<file path="config.mk">
export PLATFORM = sky130hd
export DESIGN_NAME = isr_status_regs
export DESIGN_NICKNAME = d
export VERILOG_FILES = /design/src/common/isr_pkg.sv /design/src/logic/isr_cmd_decode.sv /design/src/logic/isr_status_regs.sv
export SDC_FILE = /design/constraint.sdc
export NUM_CORES = 1
export LEC_CHECK = 0
export ABC_AREA = 1
export BUFFER_PORTS_ARGS = -buffer_cell sky130_fd_sc_hd__buf_2
export CORE_MARGIN = 5
export CORE_UTILIZATION = 44
export DETAILED_ROUTE_END_ITERATION = 7
export HOLD_SLACK_MARGIN = 0.15
export MAX_ROUTING_LAYER = met4
export PLACE_DENSITY = 0.69
export SLEW_MARGIN = 10
export SYNTH_ARGS = -nofsm -noshare
export SYNTH_HDL_FRONTEND = slang
export SYNTH_HIERARCHICAL = 1
export SYNTH_SLANG_ARGS = --single-unit
</file>
<file path="constraint.sdc">
create_clock -name ref_clk_i -period 2 [get_ports ref_clk_i]
set_input_delay 0.1 -clock ref_clk_i [delete_from_list [all_inputs] [get_ports ref_clk_i]]
set_output_delay 0.1 -clock ref_clk_i [all_outputs]
set_load 0.01 [all_outputs]
</file>
<file path="src/common/isr_pkg.sv">
// constants for the impedance status and result register group
// assumes a byte-wide register port driven by the serial interface logic
// Operation
// - status register read-only at 8fh
// - set temperature done on valid result
// - clear temperature done on command, power-up
// - set point done when results stored
// - clear point done on start/step/repeat/reset
// - sweep done set at end, cleared
// - leakage done set, cleared on command/reset
// - leakage pass bits d4 to d6
// - leakage pass bits survive reset
// - d7 mirrors master fuse state
// - fuse blown blocks otp programming
// - 9-bit sweep index at 90h/91h
// - index zeroed at start, steps, capped
// - index cleared at power-up, not reset
// - 14-bit temperature result at 92h/93h
// - 32 counts per degree scaling
// - temperature result kept through resets
// - real at 94h, imaginary at 96h
// - transform results kept through resets
// - command from control high nibble
// - reset command keeps programmed registers
package isr_pkg;
    localparam logic [7:0] ADDR_STATUS   = 8'h8f;
    localparam logic [7:0] ADDR_CTRL_HI  = 8'h80;
    localparam logic [7:0] ADDR_INDEX_HI = 8'h90;
    localparam logic [7:0] ADDR_INDEX_LO = 8'h91;
    localparam logic [7:0] ADDR_TEMP_HI  = 8'h92;
    localparam logic [7:0] ADDR_TEMP_LO  = 8'h93;
    localparam logic [7:0] ADDR_REAL_HI  = 8'h94;
    localparam logic [7:0] ADDR_REAL_LO  = 8'h95;
    localparam logic [7:0] ADDR_IMAG_HI  = 8'h96;
    localparam logic [7:0] ADDR_IMAG_LO  = 8'h97;
    localparam int BIT_TEMP_DONE  = 0;
    localparam int BIT_POINT_DONE = 1;
    localparam int BIT_SWEEP_DONE = 2;
    localparam int BIT_LEAK_DONE  = 3;
    localparam int BIT_LEAK_LO    = 4;
    localparam int BIT_FUSE       = 7;
    localparam int INDEX_W        = 9;
    localparam int TEMP_W         = 14;
    localparam int TEMP_COUNTS_PER_DEG = 32;
    localparam int TEMP_NEG_OFFSET     = 16384;
    localparam int RESULT_W       = 16;
    localparam logic [INDEX_W-1:0] INDEX_RESET = 9'h000;
    // command codes in control bits d15..d12
    localparam logic [3:0] CMD_NOP       = 4'h0;
    localparam logic [3:0] CMD_INIT      = 4'h1;
    localparam logic [3:0] CMD_START     = 4'h2;
    localparam logic [3:0] CMD_STEP      = 4'h3;
    localparam logic [3:0] CMD_REPEAT    = 4'h4;
    localparam logic [3:0] CMD_FUSE_MODE = 4'h8;
    localparam logic [3:0] CMD_TEMP      = 4'h9;
    localparam logic [3:0] CMD_LEAK      = 4'hc;
    localparam int CTRL_RESET_BIT = 4;
endpackage

</file>
<file path="src/logic/isr_cmd_decode.sv">
// command decoder for writes to the control register high and low bytes
// assumes one-cycle write strobes on the system clock
`timescale 1ns/1ps
module isr_cmd_decode (
    input  wire logic       wr_en_i,
    input  wire logic [7:0] wr_addr_i,
    input  wire logic [7:0] wr_data_i,
    output logic            cmd_start_o,
    output logic            cmd_step_o,
    output logic            cmd_repeat_o,
    output logic            cmd_temp_o,
    output logic            cmd_leak_o,
    output logic            cmd_reset_o
);
    logic hi_wr;
    logic lo_wr;
    logic [3:0] code;
    assign hi_wr = wr_en_i && (wr_addr_i == isr_pkg::ADDR_CTRL_HI);
    assign lo_wr = wr_en_i && (wr_addr_i == (isr_pkg::ADDR_CTRL_HI + 8'h01));
    assign code  = wr_data_i[7:4];
    // top nibble of the high byte carries the command
    assign cmd_start_o  = hi_wr && (code == isr_pkg::CMD_START);
    assign cmd_step_o   = hi_wr && (code == isr_pkg::CMD_STEP);
    assign cmd_repeat_o = hi_wr && (code == isr_pkg::CMD_REPEAT);
    assign cmd_temp_o   = hi_wr && (code == isr_pkg::CMD_TEMP);
    assign cmd_leak_o   = hi_wr && (code == isr_pkg::CMD_LEAK);
    // reset bit d4 sits in the low byte
    assign cmd_reset_o  = lo_wr && wr_data_i[isr_pkg::CTRL_RESET_BIT];
endmodule

</file>
<file path="src/logic/isr_status_regs.sv">
// status and result registers of the impedance measurement core
// assumes datapath event strobes on ref_clk_i; fuse level comes from the otp array
`timescale 1ns/1ps
module isr_status_regs (
    input  wire logic        ref_clk_i,
    input  wire logic        nrst_i,
    input  wire logic        wr_en_i,
    input  wire logic [7:0]  wr_addr_i,
    input  wire logic [7:0]  wr_data_i,
    input  wire logic [7:0]  rd_addr_i,
    output logic [7:0]       rd_data_o,
    input  wire logic [8:0]  num_incr_i,
    input  wire logic        temp_done_i,
    input  wire logic [13:0] temp_code_i,
    input  wire logic        point_done_i,
    input  wire logic [15:0] real_i,
    input  wire logic [15:0] imag_i,
    input  wire logic        leak_done_i,
    input  wire logic [2:0]  leak_pass_i,
    input  wire logic        fuse_blown_i,
    input  wire logic        otp_prog_req_i,
    output logic             otp_prog_en_o,
    output logic             cmd_start_o,
    output logic             cmd_step_o,
    output logic             cmd_repeat_o,
    output logic             cmd_temp_o,
    output logic             cmd_leak_o,
    output logic             cmd_reset_o
);
    // ******************************
    // command decode
    // ******************************
    logic c_start;
    logic c_step;
    logic c_repeat;
    logic c_temp;
    logic c_leak;
    logic c_reset;

    isr_cmd_decode u_dec (
        .wr_en_i      (wr_en_i),
        .wr_addr_i    (wr_addr_i),
        .wr_data_i    (wr_data_i),
        .cmd_start_o  (c_start),
        .cmd_step_o   (c_step),
        .cmd_repeat_o (c_repeat),
        .cmd_temp_o   (c_temp),
        .cmd_leak_o   (c_leak),
        .cmd_reset_o  (c_reset)
    );

    assign cmd_start_o  = c_start;
    assign cmd_step_o   = c_step;
    assign cmd_repeat_o = c_repeat;
    assign cmd_temp_o   = c_temp;
    assign cmd_leak_o   = c_leak;
    assign cmd_reset_o  = c_reset;

    // ******************************
    // fuse synchroniser and otp gate
    // ******************************
    logic fuse_meta;
    logic fuse_sync;

    always_ff @(posedge ref_clk_i or negedge nrst_i) begin
        if (!nrst_i) begin
            fuse_meta <= 1'b0;
            fuse_sync <= 1'b0;
        end else begin
            fuse_meta <= fuse_blown_i;
            fuse_sync <= fuse_meta;
        end
    end

    // blown fuse stops any otp write once it is through the two-stage synchroniser
    assign otp_prog_en_o = otp_prog_req_i && !fuse_sync;

    // ******************************
    // status flags
    // ******************************
    logic       temp_done;
    logic       point_done;
    logic       sweep_done;
    logic       leak_done;
    logic [2:0] leak_pass;
    logic       last_point;
    // declared here since the sweep-end compare reads it before the index section
    logic [8:0] index_cnt;

    assign last_point = (index_cnt >= num_incr_i);

    // set wins over a clear in the same cycle
    always_ff @(posedge ref_clk_i or negedge nrst_i) begin
        if (!nrst_i) begin
            temp_done <= 1'b0;
        end else if (temp_done_i) begin
            temp_done <= 1'b1;
        end else if (c_temp) begin
            temp_done <= 1'b0;
        end
    end

    always_ff @(posedge ref_clk_i or negedge nrst_i) begin
        if (!nrst_i) begin
            point_done <= 1'b0;
        end else if (point_done_i) begin
            point_done <= 1'b1;
        end else if (c_start || c_step || c_repeat || c_reset) begin
            point_done <= 1'b0;
        end
    end

    always_ff @(posedge ref_clk_i or negedge nrst_i) begin
        if (!nrst_i) begin
            sweep_done <= 1'b0;
        end else if (point_done_i && last_point) begin
            sweep_done <= 1'b1;
        end else if (c_reset || c_start) begin
            sweep_done <= 1'b0;
        end
    end

    always_ff @(posedge ref_clk_i or negedge nrst_i) begin
        if (!nrst_i) begin
            leak_done <= 1'b0;
        end else if (leak_done_i) begin
            leak_done <= 1'b1;
        end else if (c_leak || c_reset) begin
            leak_done <= 1'b0;
        end
    end

    // no reset term: pass bits survive power-up and reset commands
    always_ff @(posedge ref_clk_i) begin
        if (leak_done_i) begin
            leak_pass <= leak_pass_i;
        end
    end

    // ******************************
    // sweep index
    // ******************************
    always_ff @(posedge ref_clk_i or negedge nrst_i) begin
        if (!nrst_i) begin
            index_cnt <= isr_pkg::INDEX_RESET;
        end else if (c_start) begin
            index_cnt <= isr_pkg::INDEX_RESET;
        end else if (c_step && (index_cnt < num_incr_i)) begin
            index_cnt <= index_cnt + 9'h001;
        end
    end

    // ******************************
    // result words
    // ******************************
    // whole words load in one edge, but a load between the high and low byte reads still splits a result
    logic [13:0] temp_word;
    logic [15:0] real_word;
    logic [15:0] imag_word;

    // code is 32 counts per degree, sign at d13
    always_ff @(posedge ref_clk_i) begin
        if (temp_done_i) begin
            temp_word <= temp_code_i;
        end
    end

    always_ff @(posedge ref_clk_i) begin
        if (point_done_i) begin
            real_word <= real_i;
            imag_word <= imag_i;
        end
    end

    // ******************************
    // read mux
    // ******************************
    logic [7:0] status_byte;
    logic [7:0] next_rd_data;

    // d7 follows the synchronised fuse level
    assign status_byte = {fuse_sync, leak_pass, leak_done, sweep_done, point_done, temp_done};

    // writes never reach these registers
    always_comb begin
        next_rd_data = 8'h00;
        unique case (rd_addr_i)
            isr_pkg::ADDR_STATUS:   next_rd_data = status_byte;
            isr_pkg::ADDR_INDEX_HI: next_rd_data = {7'h00, index_cnt[8]};
            isr_pkg::ADDR_INDEX_LO: next_rd_data = index_cnt[7:0];
            isr_pkg::ADDR_TEMP_HI:  next_rd_data = {2'h0, temp_word[13:8]};
            isr_pkg::ADDR_TEMP_LO:  next_rd_data = temp_word[7:0];
            isr_pkg::ADDR_REAL_HI:  next_rd_data = real_word[15:8];
            isr_pkg::ADDR_REAL_LO:  next_rd_data = real_word[7:0];
            isr_pkg::ADDR_IMAG_HI:  next_rd_data = imag_word[15:8];
            isr_pkg::ADDR_IMAG_LO:  next_rd_data = imag_word[7:0];
            default:                next_rd_data = 8'h00;
        endcase
    end

    always_ff @(posedge ref_clk_i or negedge nrst_i) begin
        if (!nrst_i) begin
            rd_data_o <= 8'h00;
        end else begin
            rd_data_o <= next_rd_data;
        end
    end
endmodule

</file>
# After elaboration in Yosys (flattened, before gate mapping)
# Index checks and enable logic that the tools add are counted.
[classes]
addsub = 1
n_lt_le_gt_ge = 2
n_eq_ne = 16
mux = 11
n_reduce_logical = 22
[ops]
columns = ["cell", "n"]
rows = [
  ["$eq 8x8->1 const B", 11],
  ["$pmux 8 s9", 1],
  ["$mux 9", 2],
  ["$logic_and 1x1->1", 11],
  ["$reduce_bool 2->1", 5],
  ["$add 9x1->9 const B", 1],
  ["$ge 9x9->1", 1],
  ["$lt 9x9->1", 1],
  ["$eq 4x2->1 const B", 2],
  ["$eq 4x4->1 const B", 2],
  ["$mux 1", 8],
  ["$logic_or 1x1->1", 5],
  ["$eq 4x3->1 const B", 1],
  ["$logic_not 1->1", 1],
]
[totals]
ff_bits = 72
input_bits = 90
out_inout_bits = 15
word_cells = 64

# Depth between registers and ports, before layout
# Gate-level depths: netlist of the first run.
[depth]
depth_word = 8
depth_mapped = 10
ltp_nobuf = 10

# By module
# The synthesis of the first run kept the hierarchy.
[by_module_without_submodules]
columns = ["module", "instances", "cells_per_inst", "area_per_inst_um2", "seq_area_each_um2"]
rows = [
  ["isr_status_regs", 1, 367, 3525.9, 2047.0],
  ["isr_cmd_decode", 1, 30, 137.6, 0.0],
]

# Worst setup path after synthesis of the first run
# OpenSTA, ideal clock, no wires.
[synth_path]
path_type = "reg-to-reg"
startpoint = "register index_cnt[8]"
endpoint = "register index_cnt[0]"
setup_ns = 0.119
arrival_time_ns = 1.365
t_required_ns = 1.881
slack_ns = 0.516
path_stages_with_launch = 8
n_path_buf = 0
period_less_slack_ns = 1.484
path_cell_list = "dfrtp_1 > ha_1 > nand2_1 > inv_1 > a21oi_1 > nand4_2 > nand3_1 > nand2_1"
[synth_via]
elab_chain_len = 3
[synth_lines]
columns = ["item", "line_no", "text"]
rows = [
  ["start, declared", "isr_status_regs.sv:88", "logic [8:0] index_cnt;"],
  ["start signal, assigned", "isr_status_regs.sv:145", "index_cnt <= isr_pkg::INDEX_RESET;"],
  ["start signal, assigned", "isr_status_regs.sv:147", "index_cnt <= isr_pkg::INDEX_RESET;"],
  ["start signal, assigned", "isr_status_regs.sv:149", "index_cnt <= index_cnt + 9'h001;"],
  ["$lt 9x9->1", "isr_status_regs.sv:148", "end else if (c_step && (index_cnt < num_incr_i)) begin"],
  ["$logic_and 1x1->1", "isr_status_regs.sv:148", ""],
  ["$reduce_bool 2->1 (no source line)", "-", ""],
]
# Every way passes these cells.
# A chain may end at the register's enable or synchronous reset.

# Final worst setup path of the first run
[layout_path]
startpoint = "register index_cnt[2]"
endpoint = "register index_cnt[8]"
[layout_via]
elab_chain_len = 3
word_cells_on_any_way = 6
classes_between = "1 x add/sub; 1 x order compare; 2 x mux; 2 x reduce/logical"
[layout_lines]
columns = ["item", "line_no"]
rows = [
  ["$add 9x1->9 / $lt 9x9->1 (equally long branches)", "isr_status_regs.sv:149, isr_status_regs.sv:148"],
  ["$mux 9 / $logic_and 1x1->1 (equally long branches)", "isr_status_regs.sv:148"],
  ["$mux 9 / $reduce_bool 2->1 (equally long branches)", "-"],
]
# Several ways; a longest one is shown, not always the timed one. The select of a mux whose other input is x is not followed.

==> run_results.csv, run 1 <==
group,metric,value,unit
status,status,"complete, no violations",
cts,ctsLongestPathBuffers,2,
logic_synthesis,synth_edf_count,49,
floorplanning,die_w,101.2,um
cts,cts-resized-gates,0,
layout,fillCellCount,719,
floorplanning,ios,105,
critical_path,worstSetupPathType,"flip-flop to flip-flop",
cts,cts_buffers,9,
sta,post-route-min-period,1.761,ns
sta,slew_headroom,48.24,%
sta,hold_viol_final,0,
pwr,power_density,682.5,nW/um^2
cts,clkTransAtPathRegs,0.08,ns
cts,tritoncts,"done",
worst_hold_path,min_path_type,"primary input to flip-flop",
placed_design,portBuffers,100,
layout,final_nets,655,
critical_path,cp-start-kind,"flip-flop",
detailed_routing,vias,3340,
logic_synthesis,yosysMostFrequentCell,"nand2_1",
sta,max_freq,567.8,MHz
logic_synthesis,synth-seq-cells,72,
detailed_routing,drtAntennaViolNets,0,
logic_synthesis,synth_area_leader_cell,"edfxtp_1",
logic_synthesis,yosysWarnings,6,
pwr,p_total,3.424,mW
floorplanning,die_area,10250,um^2
floorplanning,core,8175,um^2
logic_synthesis,synthCells,397,
detailed_routing,drt_iter0_markers,170,
grt,antenna_found_initial,0,
detailed_routing,route.detailed.drc,0,
logic_synthesis,seq_area_frac_synth,55.87,%
floorplanning,die_h,101.2,um
logic_synthesis,synthArstFlopShare,31.94,%
critical_path,endpoint_kind,"flip-flop",
floorplanning,rows,33,
grt,track_usage,20.96,%
sta,finalSetupViolations,0,
detailed_routing,dr.pass1.iters,5,
sta,worst_slew_pin_slew,0.7765,ns
cts,insertion_delay,0.35,ns
logic_synthesis,syn_area_per_cell,9.228,um^2
cts,post-cts-setup-buffers,0,
layout,drive_gt1_share,24.82,%
grt,grt_max_degree,35,
grt,grt_pass1_wl,16010,um
layout,antenna-diode-count,0,
logic_synthesis,yosysUniqueCellTypes,32,
grt,gr-total-overflow,0,
job,drv_cap,0,
sta,tns,0,ns
detailed_routing,wirelength,10040,um
logic_synthesis,synth_top_area_share,40.16,%
sta,fin_skew,0.007137,ns
placed_design,gp_congestion,0.8119,
cts,cts_sinks,72,
logic_synthesis,synthesis.area,3664,um^2
logic_synthesis,syn_nets,497,
critical_path,worstPathMaxFanout,9,
logic_synthesis,ys_top_cells_by_area,"edfxtp_1 40%, dfrtp_1 16%, nand3_1 11%",
cts,cts_root_buf,"clkbuf_8",
critical_path,cp_data_required_time,2.28,ns
floorplanning,start_util,44.81,%
sta,fin_crit_sh,88.06,%
logic_synthesis,synth_flop_cell,"edfxtp_1",
sta,rsz0062_at_grt,"false",
pwr,p_leak,2.467,nW
cts,cts.hold.buffers_added,52,
critical_path,arrival,2.04,ns
detailed_routing,avgViaCountPerCell,5.023,
layout,synthToLayoutAreaGrowth,36.92,%
placed_design,dp_hpwl,6650,um
grt,grt_pass1_vias,3378,
detailed_routing,wl_per_cell,15.09,um
sta,drv_slew,0,
cts,cts_htree_levels,3,
pwr,ir_worst_vdd,0.7429,mV
logic_synthesis,synth_top_cells_by_count,"89 x nand2_1, 78 x nand3_1, 49 x edfxtp_1",
cell usage in the layout, fill, tap and decap left out, types with 2 or more instances in the layout:
cell type and instances:
inv_6 2, xor2_1 3, ha_1 10, nor3_2 2, nor3_1 2, clkbuf_8 9
nand3_1 78, nor2_2 8, bufinv_16 3, o21ai_0 2, nor2_1 43, nand2_2 2
dlygate4sd3_1 52, edfxtp_1 49, buf_2 100, inv_2 2, nand4_1 14, nand3_2 2
dfrtp_1 23, nand2_1 89, inv_1 47, buf_4 2, a21o_1 2
per-stage QoR:
step / instance area (um^2) / worst slack, ns / utilization [%] / hold slack (ns) / instances
floorplan: 3664 / 0.5162 / - / -0.1956 / 397
finish: 5016 / 0.2388 / 61.36 / 0.1791 / 665
global route: 5016 / 0.06611 / 61.36 / 0.1743 / 665
detailed placement: 4253 / 0.2352 / 52.02 / 0.1349 / 597
CTS: 5016 / 0.2264 / 61.36 / 0.1776 / 665
global placement: 4253 / 0.2843 / 52.02 / 0.1254 / 597
metal layers:
layer / up-vias / routed length [um] / track usage [%] / part of all wire [%]
li1: 1655 / - / - / -
met5: - / 0 / - / 0
met4: 0 / 181 / 7.669 / 1.8
met3: 19 / 553 / 3.512 / 5.5
met1: 1547 / 4019 / 24.29 / 40
met2: 119 / 5282 / 36.47 / 53
flip-flops by register name, summed over array words and instances, names as in the netlist:
name and flops:
point_done 1, leak_done 1, imag_word 16, real_word 16
rd_data_o 8, index_cnt 9, temp_done 1, fuse_sync 1
leak_pass 3, sweep_done 1, temp_word 14, fuse_meta 1
cell type report:
class / count / area [um^2] / area share (%)
multi-input combinational: 268 / 1371 / 27.34
timing repair buffer: 154 / 1036 / 20.65
clock inverter: 6 / 115.1 / 2.295
clock buffer: 10 / 127.6 / 2.544
tap: 105 / 131.4 / 2.619
inverter: 50 / 187.7 / 3.742
sequential: 72 / 2047 / 40.81
kinds of logic after synthesis:
logic type,after synthesis,synth area share (%)
XOR/XNOR,3,0.7173
adder cells (fa/ha/maj),10,3.415
AO/OA/AOI/OAI,7,1.264
AND/OR/NAND/NOR,248,32.04
flip-flops,72,55.87
buffers and inverters,57,6.694
worst paths after layout:
check | slack [ns] | end | depth (start not counted) | start
worst max-delay path | 0.24 | index_cnt[8] | 8 | index_cnt[2]
worst min-delay path | 0.18 | temp_word[7] | 1 | temp_done_i
worst max register to register | 0.24 | index_cnt[8] | 8 | index_cnt[2]
worst min register to register | 0.35 | fuse_sync | 0 | fuse_meta
max in group asynchronous | 1.33 | rd_data_o[2] | 2 | nrst_i
min in group asynchronous | 0.28 | sweep_done | 2 | nrst_i
where the power goes:
part / internal, mW / total, mW / switching (mW)
Sequential: 1.69 / 1.72 / 0.0266
Clock: 0.838 / 1.41 / 0.572
Combinational: 0.151 / 0.297 / 0.146
Total: 2.68 / 3.42 / 0.745
critical path: stages (launching register included):
cell,delay [ns]
dfrtp_1,0.49
ha_1,0.36
nand2_1,0.10
nor2_1,0.05
nand3_1,0.07
nand2_1,0.06
nor2_2,0.31
nand4_1,0.15
nand2_1,0.10
Power figures use the tool's default switching activity.
==> inputs of run 2 (changes only) <==
CTS_BUF_LIST = sky130_fd_sc_hd__clkbuf_16   (was unset)
==> run 2 against run 1 <==
Cell count did not move. Critical endpoint unchanged. Clock skew decreased by 0.0012 ns. Clock power grew 32%. Design area increased by 2.0%. Utilization rose by 1.2 points. Wire length is 0.69% higher. Register-to-register slack about the same. Critical path type unchanged. Combinational power about the same. Fmax fell by 0.50%. Global-route usage increased by 0.43 points.
==> run_results.csv, run 2 (synthesized netlist as in run 1, its figures left out) <==
group,metric,value,unit
sta,tns,0,ns
cts,cts.hold.buffers_added,52,
layout,final_nets,655,
detailed_routing,drt_iter0_markers,199,
cts,cts_htree_levels,3,
critical_path,worstPathMaxFanout,9,
critical_path,endpoint_kind,"flip-flop",
worst_hold_path,min_path_type,"primary input to flip-flop",
cts,post-cts-setup-buffers,0,
critical_path,r2r_slack,0.23,ns
layout,final_cell_mix,"100 x buf_2, 89 x nand2_1, 78 x nand3_1, 52 x dlygate4sd3_1, 49 x edfxtp_1",
critical_path,cp_data_required_time,2.27,ns
cts,cts_root_buf,"clkbuf_16",
sta,slew_headroom,47.99,%
critical_path,arrival,2.04,ns
detailed_routing,route.detailed.drc,0,
pwr,ir_worst_vdd,0.5411,mV
placed_design,gp_congestion,0.8119,
cts,cts_sinks,72,
job,drv_cap,0,
detailed_routing,wl_per_cell,15.20,um
critical_path,crit_start,"index_cnt[2]",
cts,insertion_delay,0.34,ns
layout,antenna-diode-count,0,
sta,fin_skew,0.005933,ns
detailed_routing,wl_met2,5295,um
sta,fin_crit_sh,88.50,%
critical_path,r2r_start,"index_cnt[2]",
layout,drive_gt1_share,24.82,%
floorplanning,ios,105,
cts,cts_buffers,9,
grt,track_usage,21.40,%
worst_hold_path,hold_path.startpoint,"temp_done_i",
sta,max_freq,564.9,MHz
sta,finalSetupViolations,0,
pwr,power_density,758.6,nW/um^2
detailed_routing,vias,3330,
sta,fin_hold_ws,0.1991,ns
layout,mostFrequentLayoutCell,"buf_2",
cts,tritoncts,"done",
detailed_routing,highest_layer,"met4",
floorplanning,core,8175,um^2
critical_path,worstSetupPathType,"flip-flop to flip-flop",
critical_path,cp-start-kind,"flip-flop",
sta,drv_slew,0,
detailed_routing,drtAntennaViolNets,0,
detailed_routing,avgViaCountPerCell,5.008,
detailed_routing,wirelength,10110,um
grt,gr-total-overflow,0,
cts,cts-resized-gates,0,
detailed_routing,dr.pass1.iters,4,
layout,final_util,62.60,%
grt,grt_pass1_vias,3407,
floorplanning,die_area,10250,um^2
layout,fillCellCount,701,
placed_design,dp_hpwl,6650,um
floorplanning,die_h,101.2,um
floorplanning,rows,33,
layout,synthToLayoutAreaGrowth,39.69,%
grt,grt_max_degree,35,
layout,reg_top3,"imag_word: 16 flops, real_word: 16 flops, temp_word: 14 flops",
detailed_routing,wl_met1,4157,um
cts,clkTransAtPathRegs,0.06,ns
sta,hold_viol_final,0,
grt,antenna_found_initial,0,
detailed_routing,wl_met3,529,um
status,status,"complete, no violations",
cts,ctsLongestPathBuffers,2,
floorplanning,start_util,44.81,%
placed_design,portBuffers,100,
grt,grt_pass1_wl,16350,um
sta,post-route-min-period,1.770,ns
sta,rsz0062_at_grt,"false",
floorplanning,die_w,101.2,um
pwr,p_leak,2.517,nW
sta,worst_slew_pin_slew,0.7802,ns
==> run 2: worst paths after layout <==
| path | end | cells past startpoint |
|---|---|---|
| setup / recovery | index_cnt[8] | 8 |
| hold / removal | temp_word[11] | 1 |
| setup reg to reg | index_cnt[8] | 8 |
| hold reg to reg | fuse_sync | 0 |
| max in group asynchronous | rd_data_o[3] | 2 |
| min in group asynchronous | sweep_done | 2 |
==> run 2: worst max-delay path: stages (launching register included) <==
cell	delay, ns
dfrtp_1	0.48
ha_1	0.36
nand2_1	0.07
nand2_1	0.07
nand3_1	0.08
nand2_1	0.06
nor2_2	0.32
nand4_1	0.15
nand2_1	0.10
==> run 2: metal layers <==
layer / up-vias / track usage (%)
li1: 1656 / -
met1: 1553 / 24.77
met2: 110 / 37.73
met3: 11 / 3.650
met4: 0 / 6.748
met5: - / -
==> run 2: per-stage QoR <==
stage | instances | power, mW | setup WS [ns] | area [um^2]
2_1_floorplan | 397 | 1.816 | 0.5162 | 3664
3_3_place_gp | 597 | 1.952 | 0.2843 | 4253
6_report | 665 | 3.882 | 0.2299 | 5117
4_1_cts | 665 | 3.884 | 0.2279 | 5117
5_1_grt | 665 | 3.983 | 0.06130 | 5117
3_5_place_dp | 597 | 1.962 | 0.2352 | 4253
==> run 2: final cells by class <==
type | count | area (um^2) | share of cell area [%]
inverter | 50 | 187.7 | 3.667
tap | 105 | 131.4 | 2.567
clock inverter | 7 | 118.9 | 2.323
sequential | 72 | 2047 | 40.00
timing repair buffer | 154 | 1036 | 20.24
multi-input combinational | 268 | 1371 | 26.80
clock buffer | 9 | 225.2 | 4.401
==> run 2: where the power goes <==
group	internal, mW	leakage, nW	total, mW	switching [mW]
registers	1.69	0.780	1.72	0.0273
clock network	1.22	0.168	1.86	0.642
logic	0.151	1.57	0.298	0.147
total	3.07	2.52	3.88	0.816
==> inputs of run 3 (changes only) <==
RECOVER_POWER = 25   (was unset)
clock period = 1.95 ns   (was 2 ns; I/O delays follow)
==> run 3 against run 2 <==
Cell count increased by 0.15%. Hold slack about the same. Sequential share of layout area increased by 0.23 points. Clock power decreased by 11%. Global-route usage increased by 0.51 points. Critical endpoint is now index_cnt[7]. Design area decreased by 0.56%. Critical path depth unchanged.
==> run_results.csv, run 3 (synthesized netlist as in run 1, its figures left out) <==
group,metric,value,unit
sta,rsz0062_at_grt,"false",
layout,multi_input_area,1371,um^2
sta,hold_viol_final,0,
detailed_routing,drtAntennaViolNets,0,
grt,antenna_found_initial,0,
layout,synthToLayoutAreaGrowth,38.90,%
floorplanning,die_w,101.2,um
layout,reg_top3,"imag_word: 16 flops, real_word: 16 flops, temp_word: 14 flops",
critical_path,worstSetupPathType,"flip-flop to flip-flop",
floorplanning,ios,105,
detailed_routing,wl_per_cell,15.28,um
layout,regArea,2047,um^2
sta,post-route-min-period,1.758,ns
detailed_routing,wirelength,10180,um
critical_path,crit_top_cell,"nand2_1",
detailed_routing,route.detailed.drc,0,
floorplanning,rows,33,
cts,cts_root_buf,"clkbuf_16",
critical_path,crit_buf_inv,0,
floorplanning,core,8175,um^2
grt,grt_pass1_wl,16520,um
cts,post-cts-setup-buffers,0,
sta,finalSetupViolations,0,
sta,tns,0,ns
cts,cts_htree_levels,3,
layout,final_util,62.24,%
placed_design,dp_hpwl,6751,um
sta,fin_hold_ws,0.1988,ns
sta,fin_skew,0.005192,ns
detailed_routing,avgViaCountPerCell,4.973,
grt,track_usage,21.90,%
floorplanning,die_h,101.2,um
grt,grt_max_degree,35,
job,drv_cap,0,
critical_path,critical_path.slowest_cell,"dfrtp_1",
grt,gr-total-overflow,0,
sta,worst_slew_pin_slew,0.8928,ns
pwr,power_density,730.6,nW/um^2
layout,fillCellCount,674,
layout,mostFrequentLayoutCell,"buf_2",
floorplanning,start_util,44.81,%
pwr,ir_worst_vdd,0.5241,mV
critical_path,critical_path.max_stage_delay,0.49,ns
layout,final_nets,656,
critical_path,worstPathMaxFanout,9,
critical_path,cp-start-kind,"flip-flop",
placed_design,gp_congestion,0.8298,
pwr,p_total,3.718,mW
layout,antenna-diode-count,0,
critical_path,crit_family,"simple AND/OR/NAND/NOR gates",
sta,max_freq,568.7,MHz
grt,grt_pass1_vias,3383,
layout,drive_gt1_share,24.60,%
placed_design,portBuffers,100,
cts,ctsLongestPathBuffers,2,
sta,finalWorstSetupSlack,0.1916,ns
critical_path,cp_data_required_time,2.22,ns
sta,slew_headroom,40.48,%
detailed_routing,drt_iter0_markers,193,
sta,drv_slew,0,
critical_path,path_cells,"ha_1 -> nand2_1 -> nand2_1 -> nand3_1 -> nand2_1 -> nor2_2 -> nand4_1 -> nand2_1",
detailed_routing,dr.pass1.iters,5,
placed_design,preCtsSetupSlack,0.1916,ns
worst_hold_path,min_path_type,"primary input to flip-flop",
cts,cts_buffers,9,
pwr,p_leak,2.500,nW
cts,tritoncts,"done",
cts,cts_sinks,72,
detailed_routing,vias,3312,
status,status,"complete, no violations",
sta,fin_crit_sh,90.17,%
floorplanning,die_area,10250,um^2
cts,clkTransAtPathRegs,0.06,ns
layout,final_cell_mix,"98 x buf_2, 89 x nand2_1, 78 x nand3_1, 52 x dlygate4sd3_1, 49 x edfxtp_1",
cts,insertion_delay,0.33,ns
critical_path,arrival,2.03,ns
critical_path,endpoint_kind,"flip-flop",
[run 3: cell types whose count changed in the layout (fill, tap and decap cells not counted), sizes merged]
cell and change:
buf -1, bufinv -2, clkbuf +2, clkinv +2
[run 3: repair_timing]
item | in CTS | in global routing
gates resized for setup | 0 | 0
hold endpoints to repair | 77 | 0
hold buffers | 52 | 0
[run 3: path summary, 6_finish.rpt]
path / slack, ns / to / depth (start not counted) / start
hold / removal: 0.20 / rd_data_o[0] / 4 / rd_addr_i[4]
setup / recovery: 0.19 / index_cnt[7] / 8 / index_cnt[2]
setup reg to reg: 0.19 / index_cnt[7] / 8 / index_cnt[2]
hold reg to reg: 0.35 / fuse_sync / 0 / fuse_meta
min in group asynchronous: 0.30 / sweep_done / 2 / nrst_i
max in group asynchronous: 1.26 / rd_data_o[6] / 2 / nrst_i
[run 3: final cells by class]
cell class / count / area share, %
clock buffer: 9 / 4.426
clock inverter: 7 / 1.426
inverter: 50 / 3.688
multi-input combinational: 268 / 26.95
sequential: 72 / 40.23
tap: 105 / 2.582
timing repair buffer: 155 / 20.70
[run 3: power breakdown]
part           leakage (nW)  total [mW]  switching (mW)  internal [mW]
Combinational          1.57       0.309           0.153          0.156
Sequential            0.780        1.76          0.0263           1.74
Clock                 0.148        1.65           0.652          0.994
Total                  2.50        3.72           0.831           2.89
[run 3: per-stage QoR]
step                cell area [um^2]  std cells
global route                    5089        666
CTS                             5091        666
global placement                4273        598
detailed placement              4273        598
floorplan                       3664        397
finish                          5089        666
[run 3: worst register-to-register path, stage by stage, from the launching register on]
cell and delay [ns]:
dfrtp_1 0.49, ha_1 0.36, nand2_1 0.07, nand2_1 0.07
nand3_1 0.10, nand2_1 0.07, nor2_2 0.31, nand4_1 0.14
nand2_1 0.10
[run 3: routing by layer]
metal  track usage, %  share of wire, %
met5                -                 0
met3            3.512               5.5
met1            25.88                42
met2            38.08                51
met4            7.157               1.5
